===== src/hw/plc_defines.svh =====
// Register offsets, reset values and bus codes for the parallel line controller
`ifndef PLC_DEFINES_SVH
`define PLC_DEFINES_SVH

`define PLC_ADDR_W          8
`define PLC_OFS_LINE_TAKE   8'h00
`define PLC_OFS_LINE_REL    8'h04
`define PLC_OFS_OWNER       8'h08
`define PLC_OFS_DRV_ON      8'h10
`define PLC_OFS_DRV_OFF     8'h14
`define PLC_OFS_DRV_STATE   8'h18
`define PLC_OFS_FILT_ON     8'h20
`define PLC_OFS_FILT_OFF    8'h24
`define PLC_OFS_FILT_STATE  8'h28
`define PLC_OFS_DRV_HIGH    8'h30
`define PLC_OFS_DRV_LOW     8'h34
`define PLC_OFS_DRV_LATCH   8'h38
`define PLC_OFS_PIN_LEVEL   8'h3C
`define PLC_OFS_IRQ_ON      8'h40
`define PLC_OFS_IRQ_OFF     8'h44
`define PLC_OFS_IRQ_MASK    8'h48
`define PLC_OFS_PENDING     8'h4C
`define PLC_OFS_WPERM_ON    8'hA0
`define PLC_OFS_WPERM_OFF   8'hA4
`define PLC_OFS_WPERM_STATE 8'hA8

`define PLC_RST_WORD        32'h00000000
`define PLC_RST_ALL_LINES   32'hFFFFFFFF
`define PLC_HRESP_OKAY      1'b0
`define PLC_SYNC_STAGES     3

`endif


===== src/hw/plc_pkg.sv =====
// Types shared by the parallel line controller
package plc_pkg;

	typedef logic [31:0] plc_word_t;

	typedef enum logic [0:0] {
		PLC_PH_IDLE = 1'b0,
		PLC_PH_DATA = 1'b1
	} plc_phase_t;

endpackage


===== src/hw/plc_line_input.sv =====
// Pin input synchroniser and glitch filter, one slice per line
module plc_line_input
	import plc_pkg::*;
#(
	parameter int LINES = 32
) (
	input  wire logic             ref_clk,
	input  wire logic             reset,
	input  wire logic [LINES-1:0] pad_in,
	input  wire logic [LINES-1:0] filter_on,
	output logic      [LINES-1:0] level
);

	genvar gi;
	generate
		for (gi = 0; gi < LINES; gi++) begin : g_line
			logic s1;
			logic s2;
			logic s3;
			logic s4;
			logic clean;
			logic filt;
			// First stage feeds only the second one
			always_ff @(posedge ref_clk or posedge reset) begin
				if (reset) begin
					s1    <= 1'b0;
					s2    <= 1'b0;
					s3    <= 1'b0;
					s4    <= 1'b0;
					clean <= 1'b0;
					filt  <= 1'b0;
				end else begin
					s1 <= pad_in[gi];
					s2 <= s1;
					s3 <= s2;
					s4 <= s3;
					if (s2 == s3) begin
						clean <= s2;
					end
					// Pulses of two cycles or less never reach filt
					if (s2 == s3 && s3 == s4) begin
						filt <= s2;
					end
				end
			end
			assign level[gi] = filter_on[gi] ? filt : clean;
		end
	endgenerate

endmodule


===== src/hw/plc_top.sv =====
// Parallel line controller: AHB-Lite registers, pin muxing, change interrupt
//
// Our own choices: the AHB-Lite register port and the register addresses.
`include "plc_defines.svh"
module plc_top
	import plc_pkg::*;
#(
	parameter logic [31:0] IMPL_MASK   = `PLC_RST_ALL_LINES,
	parameter logic [31:0] MUXED_MASK  = `PLC_RST_ALL_LINES,
	parameter logic [31:0] OWNER_RESET = `PLC_RST_WORD
) (
	input  wire logic        ref_clk,
	input  wire logic        reset,
	input  wire logic        hsel,
	input  wire logic [31:0] haddr,
	input  wire logic [1:0]  htrans,
	input  wire logic        hwrite,
	input  wire logic [2:0]  hsize,
	input  wire logic [31:0] hwdata,
	input  wire logic        hready,
	output logic             hreadyout,
	output logic             hresp,
	output logic      [31:0] hrdata,
	input  wire logic [31:0] pad_in,
	output logic      [31:0] pad_out,
	output logic      [31:0] pad_oe,
	input  wire logic [31:0] periph_out,
	input  wire logic [31:0] periph_oe,
	output logic      [31:0] periph_in,
	output logic             irq
);

	// Implemented lines that are not multiplexed always belong to the controller
	localparam plc_word_t FIXED_OWN = IMPL_MASK & ~MUXED_MASK;

	function automatic logic hit(input logic [`PLC_ADDR_W-1:0] a,
		input logic [`PLC_ADDR_W-1:0] ofs);
		hit = (a == ofs);
	endfunction

	plc_phase_t                  phase;
	logic [`PLC_ADDR_W-1:0]      addr_q;
	logic                        wr_q;
	logic                        sel_hi_q;
	plc_word_t                   owner;
	plc_word_t                   driver;
	plc_word_t                   filt_en;
	plc_word_t                   odata;
	plc_word_t                   irq_mask;
	plc_word_t                   wperm;
	plc_word_t                   pending;
	plc_word_t                   pin_q;
	plc_word_t                   pin_prev;
	logic                        primed;
	plc_word_t                   level;
	plc_word_t                   rd_mux;
	plc_word_t                   next_owner;
	plc_word_t                   next_driver;
	plc_word_t                   next_filt_en;
	plc_word_t                   next_odata;
	plc_word_t                   next_irq_mask;
	plc_word_t                   next_wperm;
	plc_word_t                   next_pending;

	// Address phase taken only with hready high
	wire       take     = hsel && htrans[1] && hready;
	wire       data_go  = (phase == PLC_PH_DATA);
	wire       wr_go    = data_go && wr_q && !sel_hi_q;
	wire       rd_go    = data_go && !wr_q && !sel_hi_q;
	wire [31:0] wdat    = hwdata & IMPL_MASK;
	// Unimplemented lines drop every written bit
	wire [31:0] w_take  = wr_go && hit(addr_q, `PLC_OFS_LINE_TAKE)  ? wdat : '0;
	wire [31:0] w_rel   = wr_go && hit(addr_q, `PLC_OFS_LINE_REL)   ? wdat : '0;
	wire [31:0] w_don   = wr_go && hit(addr_q, `PLC_OFS_DRV_ON)     ? wdat : '0;
	wire [31:0] w_doff  = wr_go && hit(addr_q, `PLC_OFS_DRV_OFF)    ? wdat : '0;
	wire [31:0] w_fon   = wr_go && hit(addr_q, `PLC_OFS_FILT_ON)    ? wdat : '0;
	wire [31:0] w_foff  = wr_go && hit(addr_q, `PLC_OFS_FILT_OFF)   ? wdat : '0;
	wire [31:0] w_high  = wr_go && hit(addr_q, `PLC_OFS_DRV_HIGH)   ? wdat : '0;
	wire [31:0] w_low   = wr_go && hit(addr_q, `PLC_OFS_DRV_LOW)    ? wdat : '0;
	wire [31:0] w_ion   = wr_go && hit(addr_q, `PLC_OFS_IRQ_ON)     ? wdat : '0;
	wire [31:0] w_ioff  = wr_go && hit(addr_q, `PLC_OFS_IRQ_OFF)    ? wdat : '0;
	wire [31:0] w_pon   = wr_go && hit(addr_q, `PLC_OFS_WPERM_ON)   ? wdat : '0;
	wire [31:0] w_poff  = wr_go && hit(addr_q, `PLC_OFS_WPERM_OFF)  ? wdat : '0;
	wire [31:0] w_pend  = wr_go && hit(addr_q, `PLC_OFS_PENDING)    ? wdat : '0;
	wire        w_latch = wr_go && hit(addr_q, `PLC_OFS_DRV_LATCH);
	wire        rd_pend = rd_go && hit(addr_q, `PLC_OFS_PENDING);
	wire [31:0] w_lmask = w_latch ? (wperm & IMPL_MASK) : '0;
	wire [31:0] chg_set = primed ? ((pin_q ^ pin_prev) & irq_mask) : '0;

	// one stored bit per command pair
	assign next_owner    = (((owner | w_take) & ~w_rel) & IMPL_MASK) | FIXED_OWN;
	assign next_driver   = (driver | w_don) & ~w_doff & IMPL_MASK;
	assign next_filt_en  = (filt_en | w_fon) & ~w_foff & IMPL_MASK;
	assign next_odata    = ((((odata | w_high) & ~w_low) & ~w_lmask) | (hwdata & w_lmask))
		& IMPL_MASK;
	assign next_irq_mask = (irq_mask | w_ion) & ~w_ioff & IMPL_MASK;
	assign next_wperm    = (wperm | w_pon) & ~w_poff & IMPL_MASK;
	// new changes win over read or write-one clear
	assign next_pending  = ((rd_pend ? '0 : (pending & ~w_pend)) | chg_set) & IMPL_MASK;

	// Read decode; status views
	always_comb begin
		if (hit(addr_q, `PLC_OFS_OWNER)) begin
			rd_mux = owner;
		end else if (hit(addr_q, `PLC_OFS_DRV_STATE)) begin
			rd_mux = driver;
		end else if (hit(addr_q, `PLC_OFS_FILT_STATE)) begin
			rd_mux = filt_en;
		end else if (hit(addr_q, `PLC_OFS_DRV_LATCH)) begin
			rd_mux = odata;
		end else if (hit(addr_q, `PLC_OFS_PIN_LEVEL)) begin
			rd_mux = pin_q;
		end else if (hit(addr_q, `PLC_OFS_IRQ_MASK)) begin
			rd_mux = irq_mask;
		end else if (hit(addr_q, `PLC_OFS_PENDING)) begin
			rd_mux = pending;
		end else if (hit(addr_q, `PLC_OFS_WPERM_STATE)) begin
			rd_mux = wperm;
		end else begin
			rd_mux = `PLC_RST_WORD;
		end
	end

	plc_line_input #(
		.LINES(32)
	) u_input (
		.ref_clk  (ref_clk),
		.reset    (reset),
		.pad_in   (pad_in),
		.filter_on(filt_en),
		.level    (level)
	);

	// One wait state keeps reads behind any write just before
	always_ff @(posedge ref_clk or posedge reset) begin
		if (reset) begin
			phase     <= PLC_PH_IDLE;
			addr_q    <= '0;
			wr_q      <= 1'b0;
			sel_hi_q  <= 1'b0;
			hreadyout <= 1'b1;
			hrdata    <= `PLC_RST_WORD;
		end else if (data_go) begin
			phase     <= PLC_PH_IDLE;
			hreadyout <= 1'b1;
			hrdata    <= rd_go ? (rd_mux & IMPL_MASK) : `PLC_RST_WORD;
		end else if (take) begin
			phase     <= PLC_PH_DATA;
			addr_q    <= haddr[`PLC_ADDR_W-1:0];
			sel_hi_q  <= |haddr[31:`PLC_ADDR_W];
			wr_q      <= hwrite;
			hreadyout <= 1'b0;
		end
	end

	always_ff @(posedge ref_clk or posedge reset) begin
		if (reset) begin
			hresp <= `PLC_HRESP_OKAY;
		end else begin
			hresp <= `PLC_HRESP_OKAY;
		end
	end

	always_ff @(posedge ref_clk or posedge reset) begin
		if (reset) begin
			owner    <= (OWNER_RESET & IMPL_MASK) | FIXED_OWN;
			driver   <= `PLC_RST_WORD;
			filt_en  <= `PLC_RST_WORD;
			odata    <= `PLC_RST_WORD;
			irq_mask <= `PLC_RST_WORD;
			wperm    <= `PLC_RST_WORD;
			pending  <= `PLC_RST_WORD;
		end else begin
			owner    <= next_owner;
			driver   <= next_driver;
			filt_en  <= next_filt_en;
			odata    <= next_odata;
			irq_mask <= next_irq_mask;
			wperm    <= next_wperm;
			pending  <= next_pending;
		end
	end

	// Pin side and sampled levels, all registered
	always_ff @(posedge ref_clk or posedge reset) begin
		if (reset) begin
			pin_q     <= `PLC_RST_WORD;
			pin_prev  <= `PLC_RST_WORD;
			primed    <= 1'b0;
			pad_out   <= `PLC_RST_WORD;
			pad_oe    <= `PLC_RST_WORD;
			periph_in <= `PLC_RST_WORD;
			irq       <= 1'b0;
		end else begin
			pin_q     <= level & IMPL_MASK;
			pin_prev  <= pin_q;
			primed    <= 1'b1;
			pad_oe    <= ((owner & driver) | (~owner & periph_oe)) & IMPL_MASK;
			pad_out   <= ((owner & odata) | (~owner & periph_out)) & IMPL_MASK;
			periph_in <= level & IMPL_MASK;
			irq       <= |(next_pending & next_irq_mask);
		end
	end

	property p_release;
		@(posedge ref_clk) disable iff (reset)
		(w_rel != '0) |=> ((owner & $past(w_rel) & MUXED_MASK) == '0);
	endproperty
	a_release: assert property (p_release) else $error("released line still owned");

	property p_owner_read;
		@(posedge ref_clk) disable iff (reset)
		(rd_go && hit(addr_q, `PLC_OFS_OWNER)) |=> (hrdata == $past(owner)) && hreadyout;
	endproperty
	a_owner_read: assert property (p_owner_read) else $error("owner read mismatch");

	property p_drv_on;
		@(posedge ref_clk) disable iff (reset)
		(w_don != '0 && w_doff == '0) |=> ((driver & $past(w_don)) == $past(w_don));
	endproperty
	a_drv_on: assert property (p_drv_on) else $error("driver not enabled");

	property p_drv_off;
		@(posedge ref_clk) disable iff (reset)
		(w_doff != '0) |=> ##1 ((pad_oe & owner & $past(w_doff, 2)) == '0);
	endproperty
	a_drv_off: assert property (p_drv_off) else $error("driver still on");

	property p_filt;
		@(posedge ref_clk) disable iff (reset)
		(w_fon != '0 || w_foff != '0) |=>
			(filt_en == (($past(filt_en) | $past(w_fon)) & ~$past(w_foff)));
	endproperty
	a_filt: assert property (p_filt) else $error("filter state wrong");

	property p_set_clr;
		@(posedge ref_clk) disable iff (reset)
		(w_high != '0 || w_low != '0) |=>
			((odata & $past(w_high) & ~$past(w_low)) == ($past(w_high) & ~$past(w_low)))
			&& ((odata & $past(w_low)) == '0);
	endproperty
	a_set_clr: assert property (p_set_clr) else $error("drive value wrong");

	property p_perm;
		@(posedge ref_clk) disable iff (reset)
		w_latch |=> ((odata & ~$past(wperm)) == ($past(odata) & ~$past(wperm)));
	endproperty
	a_perm: assert property (p_perm) else $error("unpermitted line changed");

	property p_irq;
		@(posedge ref_clk) disable iff (reset)
		((chg_set & next_irq_mask) != '0) |=> irq && ((pending & $past(chg_set)) != '0);
	endproperty
	a_irq: assert property (p_irq) else $error("change not flagged");

	property p_rd_clear;
		@(posedge ref_clk) disable iff (reset)
		(rd_pend && chg_set == '0) |=> (pending == '0) ##1 (!irq || pending != '0);
	endproperty
	a_rd_clear: assert property (p_rd_clear) else $error("pending not cleared");

	property p_unimpl;
		@(posedge ref_clk) disable iff (reset)
		hreadyout |-> ((hrdata & ~IMPL_MASK) == '0) && ((pad_oe & ~IMPL_MASK) == '0);
	endproperty
	a_unimpl: assert property (p_unimpl) else $error("unimplemented bit set");

	property p_take;
		@(posedge ref_clk) disable iff (reset)
		(w_take != '0) |=> ((owner & $past(w_take)) == $past(w_take));
	endproperty
	a_take: assert property (p_take) else $error("taken line not owned");

	property p_drv_read;
		@(posedge ref_clk) disable iff (reset)
		(rd_go && hit(addr_q, `PLC_OFS_DRV_STATE)) |=> (hrdata == $past(driver));
	endproperty
	a_drv_read: assert property (p_drv_read) else $error("driver read wrong");

	property p_filt_off;
		@(posedge ref_clk) disable iff (reset)
		(w_foff != '0) |=> ((filt_en & $past(w_foff)) == '0);
	endproperty
	a_filt_off: assert property (p_filt_off) else $error("filter still on");

	property p_filt_read;
		@(posedge ref_clk) disable iff (reset)
		(rd_go && hit(addr_q, `PLC_OFS_FILT_STATE)) |=> (hrdata == $past(filt_en));
	endproperty
	a_filt_read: assert property (p_filt_read) else $error("filter read wrong");

	property p_latch_read;
		@(posedge ref_clk) disable iff (reset)
		(rd_go && hit(addr_q, `PLC_OFS_DRV_LATCH)) |=> (hrdata == $past(odata));
	endproperty
	a_latch_read: assert property (p_latch_read) else $error("latch read wrong");

	property p_latch_wr;
		@(posedge ref_clk) disable iff (reset)
		w_latch |=> ((odata & $past(wperm)) == ($past(hwdata) & $past(wperm)));
	endproperty
	a_latch_wr: assert property (p_latch_wr) else $error("permitted write lost");

	property p_pin_read;
		@(posedge ref_clk) disable iff (reset)
		(rd_go && hit(addr_q, `PLC_OFS_PIN_LEVEL)) |=> (hrdata == $past(pin_q));
	endproperty
	a_pin_read: assert property (p_pin_read) else $error("pin level read wrong");

	property p_irq_on;
		@(posedge ref_clk) disable iff (reset)
		(w_ion != '0) |=> ((irq_mask & $past(w_ion)) == $past(w_ion));
	endproperty
	a_irq_on: assert property (p_irq_on) else $error("interrupt not enabled");

	property p_irq_level;
		@(posedge ref_clk) disable iff (reset)
		irq == ((pending & irq_mask) != '0);
	endproperty
	a_irq_level: assert property (p_irq_level) else $error("irq level wrong");

	property p_unmapped;
		@(posedge ref_clk) disable iff (reset)
		(data_go && sel_hi_q) |=> (hrdata == '0);
	endproperty
	a_unmapped: assert property (p_unmapped) else $error("unmapped read not zero");

endmodule


===== config.mk =====
export PLATFORM = sky130hd
export DESIGN_NAME = plc_top
export DESIGN_NICKNAME = d
export VERILOG_FILES = /design/src/hw/plc_pkg.sv /design/src/hw/plc_line_input.sv /design/src/hw/plc_top.sv
export VERILOG_INCLUDE_DIRS = /design/src /design/src/hw
export SDC_FILE = /design/constraint.sdc
export NUM_CORES = 1
export LEC_CHECK = 0
export BUFFER_PORTS_ARGS = -buffer_cell sky130_fd_sc_hd__buf_2
export CAP_MARGIN = 20
export CORE_AREA = 2 2 223 225
export CTS_BUF_LIST = sky130_fd_sc_hd__clkbuf_4 sky130_fd_sc_hd__clkbuf_8 sky130_fd_sc_hd__clkbuf_16
export DETAILED_ROUTE_END_ITERATION = 10
export DIE_AREA = 0 0 225 227
export HOLD_SLACK_MARGIN = 0.06
export PLACE_DENSITY_LB_ADDON = 0.3
export SYNTH_ARGS = -nofsm -noshare
export SYNTH_HDL_FRONTEND = slang
export SYNTH_SLANG_ARGS = --single-unit

===== constraint.sdc =====
create_clock -name ref_clk -period 23.7 [get_ports ref_clk]
set_input_delay 1.185 -clock ref_clk [delete_from_list [all_inputs] [get_ports ref_clk]]
set_output_delay 1.185 -clock ref_clk [all_outputs]
set_load 0.02 [all_outputs]

Yosys cells after proc, flatten, opt, wreduce, memory -nomap -nowiden
Cells that the tools add are included.

operators by class
  bitwise logic cells = 36
  eq/ne operators = 83
  reduce and logical (&&, ||, !) cells = 60
  mux-type cells = 61

operators by type and width
  kind                                                             number
  32-bit two-way mux                                               25
  32-bit AND                                                       15
  32-bit OR                                                        10
  32-bit inverter                                                  9
  1-bit == test                                                    64
  8-bit by 6-bit == test with 1-bit output, second input constant  7
  1-bit logical AND                                                53
  1-bit two-way mux                                                36
  8-bit by 7-bit == test with 1-bit output, second input constant  4
  32-bit OR reduction                                              1
  32-bit bitwise XOR                                               1
  8-bit by 5-bit == test with 1-bit output, second input constant  3
  8-bit == test, second input constant                             3
  24-bit OR reduction                                              1
  8-bit by 3-bit == test with 1-bit output, second input constant  1
  8-bit by 4-bit == test with 1-bit output, second input constant  1
  8-bit zero test                                                  1
  1-bit zero test                                                  2
  2-bit AND reduction                                              1
  2-bit nonzero test                                               1
  1-bit inverter                                                   1

word-level totals
  register bits = 590
  bits of input ports = 170
  logic and storage cells = 451

Logic depth before layout (Yosys ltp)
Gate-level depths: netlist of the first run.

  word-level depth = 10
  gate-level depth with buffers = 9
  depth with buffers taken out = 6

Cells and area by module
From an unflattened synthesis of the first run, not the netlist that was laid out.

unflattened totals
  cell total of the unflattened synthesis = 1989
  area total of the unflattened synthesis = 23329.9 µm²

by module, submodules not included
  module          cells an instance  instances  sequential area each (µm²)  area an instance (µm²)
  plc_top         1604               1          9960.8                      17200.2
  plc_line_input  385                1          4804.6                      6129.6

Worst setup path before layout of the first run
Ideal clock, no wire load.

  path kind = input to register
  from = in hwdata[21]
  to = reg irq
  path buffers = 0
  data arrival time = 2.521 ns
  required time = 23.562 ns
  cell stages on the path = 6
  slack = 21.041 ns
  library setup time = 0.138 ns
  path through = inv_1 -> nor4_1 -> a211oi_1 -> a2111oi_2 -> nand4_1 -> or4_1

between the ends
  longest elaborated chain between the ends = 7
  elaborated cells between the ends (all ways) = 12
  classes of those cells = mux (4); bitwise (7); reduce/logical (1)

RTL lines
  element                  RTL line        source
  start, declared          plc_top.sv:19   input wire logic [31:0] hwdata,
  32-bit two-way mux       plc_top.sv:84   wire [31:0] w_pend = wr_go && hit(addr_q, `PLC_OFS_PENDING) ? wdat : '0;
  32-bit inverter          plc_top.sv:99   assign next_pending = ((rd_pend ? '0 : (pending & ~w_pend)) | chg_set) & IMPL_MASK;
  32-bit AND               plc_top.sv:99
  32-bit two-way mux       plc_top.sv:99
  32-bit OR                plc_top.sv:99
  32-bit AND (*)           plc_top.sv:201  irq <= |(next_pending & next_irq_mask);
  32-bit OR reduction (*)  plc_top.sv:201
  end signal, assigned     plc_top.sv:201
  end, declared            plc_top.sv:30   output logic irq

Mark *: on every way between the ends. The rest lies on a longest branch, timed or not.
A chain may end at the register's enable or synchronous reset.

Worst setup path in the final report of the first run
  from = reg addr_q[1]
  to = reg hrdata[28]

between the ends
  longest elaborated chain between the ends = 10
  elaborated cells between the ends (all ways) = 17
  classes of those cells = eq/ne (8); mux (9)

RTL lines
  element                           RTL line        source
  start, declared                   plc_top.sv:42   logic [`PLC_ADDR_W-1:0] addr_q;
  start signal, assigned            plc_top.sv:149  addr_q <= haddr[`PLC_ADDR_W-1:0];
  8-bit == test                     plc_top.sv:38   hit = (a == ofs);
  32-bit two-way mux                plc_top.sv:117  end else if (hit(addr_q, `PLC_OFS_WPERM_STATE)) begin
  32-bit two-way mux                plc_top.sv:115  end else if (hit(addr_q, `PLC_OFS_PENDING)) begin
  32-bit two-way mux                plc_top.sv:113  end else if (hit(addr_q, `PLC_OFS_IRQ_MASK)) begin
  32-bit two-way mux                plc_top.sv:111  end else if (hit(addr_q, `PLC_OFS_PIN_LEVEL)) begin
  32-bit two-way mux                plc_top.sv:109  end else if (hit(addr_q, `PLC_OFS_DRV_LATCH)) begin
  32-bit two-way mux                plc_top.sv:107  end else if (hit(addr_q, `PLC_OFS_FILT_STATE)) begin
  32-bit two-way mux                plc_top.sv:105  end else if (hit(addr_q, `PLC_OFS_DRV_STATE)) begin
  32-bit two-way mux (*)            plc_top.sv:103  if (hit(addr_q, `PLC_OFS_OWNER)) begin
  32-bit two-way mux (no line) (*)  --
  end signal, assigned              plc_top.sv:142  hrdata <= `PLC_RST_WORD;
  end signal, assigned              plc_top.sv:146  hrdata <= rd_go ? (rd_mux & IMPL_MASK) : `PLC_RST_WORD;
  end, declared                     plc_top.sv:23   output logic [31:0] hrdata,

Marks and branches as above.

==> out/metrics.cfg, run 1 <==
[place]
place.gp.congestion=0.843
placed_area_mm2=0.0252
dp_hpwl_mm=43.7
portBuffers=295

[pwr]
power_leakage_nw=12.2
power_density_mw_per_mm2=86.3
vdd_ir_drop_max_uv=64.8

[cts]
htreeDepth=2
numCtsBuffers=58
tritoncts=yes
clkLatencyLatePin_ns=0.63
cts.path.max_buffers=3
cts.sinks=590
cts_resized=0
clk_pin_slew_ns=0.06
post_cts_buffers=0
cts_hold_buf=0
cts_root_buf=clkbuf_16

[sta]
relSlewSlack_pct=18.7
rsz0062_at_grt=no
period_minus_slack_ns=3.45
holdWs_ns=0.347
setup_viol=0
fin_crit_sh_pct=14.5
max_clock_freq_mhz=290
finalMaxSlewViolations=0
fin_skew_ns=0.0235
fin_tns_setup_ns=0
tightest_slew_ns=1.22
hold_viol=0

[final_layout]
nets=2396
fin_area_mm2=0.0273
drive_above_1_share_pct=25.0
syn2layout_area_growth_pct=18.2
final_common_cell=dfrtp_1
layout_common_cells=589 x dfrtp_1, 407 x a21oi_1, 295 x buf_2, 133 x o21ai_0, 109 x nand2_1

[critical_path]
max_stage_delay_ns=1.03
critical_path_class=flop to flop
crit_fanout=22
worstPathRequired_ns=24.23
r2r_slack_ns=20.25
start_kind=flop
endpoint_kind=flop
r2r-start=addr_q[1]$_DFFE_PP0P_
cp_slowest_cell=or4b_2
path_cells=or4b_2 > nor2_2 > buf_4 > a21oi_1 > a31oi_1 > a211oi_1 > o22ai_1
reg2reg_depth=7
cp.arrival_ns=3.98
worstReg2RegEnd=hrdata[28]$_DFFE_PP0P_

[die]
placeableCoreArea_mm2=0.0485
fp.dieW_um=225
ios=301
dieArea_mm2=0.0511
die_h_um=227
initial_utilization_pct=47.5
fp-row-count=81

[global_route]
use_met2_pct=41.2
use_met3_pct=7.63
grt_antenna_before_repair=6
grt_remaining_overflow=0
grt_pass1_vias=17680
grt.total_usage_pct=26.9
grt_pass1_wl_mm=104
grt_max_degree=107
gr-usage-met1_pct=37.1
top_usage_layer=met2

[status]
status=complete, no violations

[drt]
postRouteAntennaNets=0
via_per_inst=6.15
drt_first_pass_iters=6
vias=17781
avgRoutedWirePerCell_um=23.8
drc=0
routed_wl_mm=68.7
drtIter0Drc=2013

[synthesis]
synth-seq-area-share_pct=64.0
ys_types=59
avgSynthCellArea_um2=11.7
ys_ff_latch=590
async_flop_share_pct=100
postSynthCellCount=1975
synth_area_mm2=0.0231
ys.flop_type=dfrtp_1
synthesis.nets=2145
synth_edf_count=0
yosysWarnings=0

[worst_hold_path]
hold_start=u_input.g_line[18].s1$_DFF_PP0_
hold_path_end=u_input.g_line[18].s2$_DFF_PP0_
min_path_type=flop to flop
whs_path_depth=0

[run]
drv_cap=0

## state kept, by name, summed over array words and instances (netlist names), 8 cells and up
name / count
driver: 32
filt_en: 32
hrdata: 32
irq_mask: 32
odata: 32
owner: 32
pad_oe: 32
pad_out: 32
pending: 32
pin_prev: 32
pin_q: 32
u_input.g_line.clean: 32
u_input.g_line.filt: 32
u_input.g_line.s1: 32
u_input.g_line.s2: 32
u_input.g_line.s3: 32
u_input.g_line.s4: 32
wperm: 32
addr_q: 8
## worst max-delay path, delay by kind of cell, from the launching register on
family          cells  cell delay, ns
simple gates        2            1.60
buf+inv             1            0.47
compound gates      4            0.82
flops               1            0.46
## cell type report
class	count	area, um^2
timing repair buffer	330	1860
antenna	1	2.50
multi-input combinational	1176	7640
sequential	590	14800
clock buffer	83	1770
clock inverter	17	194
fill	3976	21300
inverter	70	270
tap	622	778
## routing by layer
layer	share of wire (%)	wire length, um
met5	0.055	38
met4	2.7	1860
met3	10	7080
met2	46	31400
met1	41	28300
## stage by stage
step | setup WS [ns] | util [%] | power, W | std cells
global route | 20.07 | 56.2 | 0.00244 | 2889
detailed placement | 19.65 | 51.9 | 0.00142 | 2783
CTS | 20.31 | 55.9 | 0.00237 | 2883
floorplan | 6.01 | - | 0.00132 | 1975
finish | 20.25 | 56.2 | 0.00235 | 2889
global placement | 19.75 | 51.8 | 0.00141 | 2781
## cell families (layout without fill, tap and decap cells)
family,Yosys count,count (layout),share of synthesized area [%]
AO/OA/AOI/OAI,793,793,20.6
flip-flops,590,590,64.0
AND/OR/NAND/NOR,221,221,4.58
buffers and inverters,209,500,3.48
multiplexers,96,96,4.68
adder cells (fa/ha/maj),32,32,1.39
XOR/XNOR,32,32,1.21
other,2,3,0.0325
## report_power, final
part | internal, W | switching [W]
sequential | 0.00109 | 0.0000684
combinational | 0.0000953 | 0.000154
clock | 0.000559 | 0.000385
total | 0.00175 | 0.000607
## synthesized netlist by cell type (all sizes together) (2+ instances only)
cell     number  area, um^2
a2111oi       2        23.8
a211oi       21         158
a21oi       407        2040
a221oi       10        87.6
a222oi        4        40.0
a22o          2        17.5
a22oi        73         548
a31oi        17         106
a32o         27         270
a41oi        30         263
and2          2        12.5
and3          3        18.8
buf          10        55.1
clkbuf      129         484
conb          2        7.51
dfrtp       589       14700
inv          70         263
maj3         32         320
mux2         96        1080
nand2       109         409
nand3        16        80.1
nand4         5        31.3
nor2         39         146
nor2b         5        31.3
nor4         10        62.6
o2111ai      27         236
o21ai       133         666
o221ai        4        35.0
o22ai        28         175
o31a          2        20.0
o41ai         3        52.6
or2           5        31.3
or3          10        62.6
or4           2        16.3
or4b          5        53.8
xor2         32         280
## worst max-delay path by stage
stage,slack (ns),to,cells past startpoint,startpoint
finish,20.25,hrdata[28]$_DFFE_PP0P_,7,addr_q[1]$_DFFE_PP0P_
CTS,20.31,u_input.g_line[6].s3$_DFF_PP0_,4,reset
global route,20.07,hrdata[21]$_DFFE_PP0P_,7,addr_q[2]$_DFFE_PP0P_
global placement,19.75,pad_oe[1]$_DFF_PP0_,4,reset
floorplan,6.01,addr_q[0]$_DFFE_PP0P_,1,reset
detailed placement,19.65,owner[1]$_DFF_PP0_,4,reset
No activity file was read; power rests on OpenSTA's default activity.
==> run 2, diff against run 1 <==
==> constraint.sdc (replaced) <==
create_clock -name ref_clk -period 2.85 [get_ports ref_clk]
set_input_delay 0.1425 -clock ref_clk [delete_from_list [all_inputs] [get_ports ref_clk]]
set_output_delay 0.1425 -clock ref_clk [all_outputs]
set_load 0.02 [all_outputs]
==> run 2 against run 1 <==
  * Utilization grew 4.4 points
  * Cell area grew 7.9%
  * Highest routed layer is now met4
  * Fmax up 24%
  * Clock skew barely moved
  * Clock power increased to 8.6 times the previous value
  * Power grew to 8.6 times the previous value
  * Global-route usage rose by 0.72 points
  * Critical path depth did not move
  * Register-to-register slack lost 20 ns
  * Sequential power increased to 8.3 times the previous value
  * Sequential cell count unchanged
==> out/metrics.cfg, run 2 (synthesis gave the netlist of run 1 again) <==
[cts]
clk_pin_slew_ns=0.06  ; about the same
htreeDepth=2  ; unchanged
tritoncts=yes
cts.sinks=590  ; unchanged
numCtsBuffers=61  ; +5.2%
cts_root_buf=clkbuf_16
cts.path.max_buffers=3  ; unchanged
clkLatencyLatePin_ns=0.63  ; about the same

[pwr]
p_sw_share_pct=26.2  ; +0.44 points
p_sw_w=0.00529  ; +770%
vdd_ir_drop_max_uv=521  ; +700%
pwr-share-seq_pct=48.0  ; -1.3 points
clkPwrFrac_pct=40.5  ; +0.4 points
power_density_mw_per_mm2=685  ; +690%
p_int_w=0.0149  ; +750%
power_leakage_nw=13.2  ; +8.3%
combPwrFrac_pct=11.6  ; +1.0 points

[sta]
max_clock_freq_mhz=360  ; +24%
fin_skew_ns=0.0231  ; -0.000315 ns
rsz0062_at_grt=yes
period_minus_slack_ns=2.78  ; -0.671 ns
finalMaxSlewViolations=0  ; unchanged
fin_ws_ns=0.0740  ; -20.18 ns
fin_crit_sh_pct=97.4  ; +83 points
relSlewSlack_pct=37.4  ; +19 points
hold_viol=0  ; unchanged
setup_viol=0  ; unchanged
tightest_slew_ns=0.931  ; -0.286 ns

[final_layout]
regArea_mm2=0.0148  ; about the same
nets=2601  ; +8.6%
nFillCells=3821  ; -3.9%
final_common_cell=dfrtp_1
diodes=0  ; -1
drive_above_1_share_pct=26.0  ; +0.95 points
multi_input_area_mm2=0.00766  ; +0.36%
layout_common_cells=588 x dfrtp_1, 407 x a21oi_1, 295 x buf_2, 142 x dlygate4sd3_1, 133 x o21ai_0
syn2layout_area_growth_pct=27.6
final_cells=3105  ; +7.5%

[drt]
drt_first_pass_iters=6  ; unchanged
routed_wl_mm=70.7  ; +3.0%
drc=0  ; unchanged
postRouteAntennaNets=0  ; unchanged
drtIter0Drc=2055  ; +2.1%
vias=18426  ; +3.6%
via_per_inst=5.93  ; -3.6%
avgRoutedWirePerCell_um=22.8  ; -4.2%

[global_route]
grt_remaining_overflow=0  ; unchanged
grt.total_usage_pct=27.6  ; +0.72 points
grt_max_degree=113  ; +5.6%
grt_pass1_wl_mm=107  ; +3.1%
grt_pass1_vias=18467  ; +4.5%
grt_antenna_before_repair=1  ; -5

[critical_path]
start_kind=flop
path_delay_family=simple AND/OR/NAND/NOR gates
worstPathRequired_ns=3.39  ; -20.84 ns
endpoint_kind=flop
cp_slowest_cell=nor4_2
path_buf_inv=2  ; +1
critical_path_class=flop to flop
path_cells=buf_4 > nor4_2 > nand2_1 > nor2_4 > buf_4 > a21oi_1 > a21oi_1
cp.arrival_ns=3.32  ; -0.66 ns
crit_fanout=32  ; +45%
max_stage_delay_ns=0.77  ; -0.26 ns

[die]
ios=301  ; unchanged
placeableCoreArea_mm2=0.0485  ; unchanged
die_h_um=227  ; unchanged
initial_utilization_pct=47.5  ; unchanged
dieArea_mm2=0.0511  ; unchanged
fp-row-count=81  ; unchanged
fp.dieW_um=225  ; unchanged

[run]
drv_cap=0  ; unchanged

[place]
place.gp.congestion=0.918  ; +8.9%
portBuffers=295  ; unchanged
dp.cells=2848  ; +2.3%
dp_hpwl_mm=47.1  ; +7.8%
post-place-ws_ns=0.0577  ; -19.59 ns

[status]
status=complete, no violations

[worst_hold_path]
min_path_type=input port to flop

[run 2: cell count changes in the layout (fill, tap and decap cells not counted), moves of 4 or more]
cell and delta:
buf_4 +46, buf_16 -5, clkinv_2 +9, buf_12 +19, dlygate4sd3_1 +142, clkinv_4 +4
[run 2: repair_timing]
item / in CTS / in global routing
endpoints found under the setup margin: 0 / 41
buffers inserted: 0 / 0
resized for setup: 0 / 2
hold endpoints to repair: 381 / 0
hold buffers: 142 / 0
[run 2: area by class of cell]
type / instances / share of cell area [%]
Tap cell: 622 / 2.64
Clock buffer: 83 / 6.10
Multi-Input combinational cell: 1176 / 26.0
Sequential cell: 590 / 50.2
Clock inverter: 32 / 0.995
Inverter: 70 / 0.905
Timing Repair Buffer: 532 / 13.2
[run 2: power groups by stage]
stage	Combinational, W	Clock [W]	Sequential [W]
after floorplan	0.00112	0	0.00982
after global placement	0.00210	0	0.00978
after detailed placement	0.00216	0	0.00981
after CTS	0.00232	0.00828	0.00966
after global routing	0.00253	0.00863	0.00975
final	0.00233	0.00816	0.00968
[run 2: path summary, 6_finish.rpt]
kind                       slack [ns]                           start                                  to  cells past startpoint
hold / removal                   0.12                          hready               addr_q[3]$_DFFE_PP0P_                      4
hold reg to reg                  0.34  u_input.g_line[6].s1$_DFF_PP0_      u_input.g_line[6].s2$_DFF_PP0_                      0
setup / recovery                 0.07           addr_q[1]$_DFFE_PP0P_                 wperm[20]$_DFF_PP0_                      7
max in group asynchronous        1.67                           reset  u_input.g_line[4].filt$_DFFE_PP0P_                      5
setup reg to reg                 0.07           addr_q[1]$_DFFE_PP0P_                 wperm[20]$_DFF_PP0_                      7
min in group asynchronous        0.17                           reset     u_input.g_line[24].s1$_DFF_PP0_                      3
[run 2: tightest hold or removal path, stage by stage]
cell and delay, ns:
buf_2 0.10, nand4b_1 0.31, nand2_1 0.09, nand2_1 0.05
[run 2: per-layer routing]
layer	GRT usage (%)	share of wire, %
met1	38.9	42
met2	42.5	46
met3	6.49	8.9
met4	9.29	3.3
met5	0	0
[run 2: per-stage QoR]
step	util (%)	power [W]	TNS, ns	area (um^2)	hold WS, ns
after detailed placement	53.4	0.0120	0	25900	0.252
after CTS	60.6	0.0203	0	29400	0.110
after global placement	53.4	0.0119	0	25900	0.250
after global routing	60.6	0.0209	-1.46	29400	0.148
after floorplan	-	0.0109	-3145.41	23100	0.174
final	60.6	0.0202	0	29400	0.121
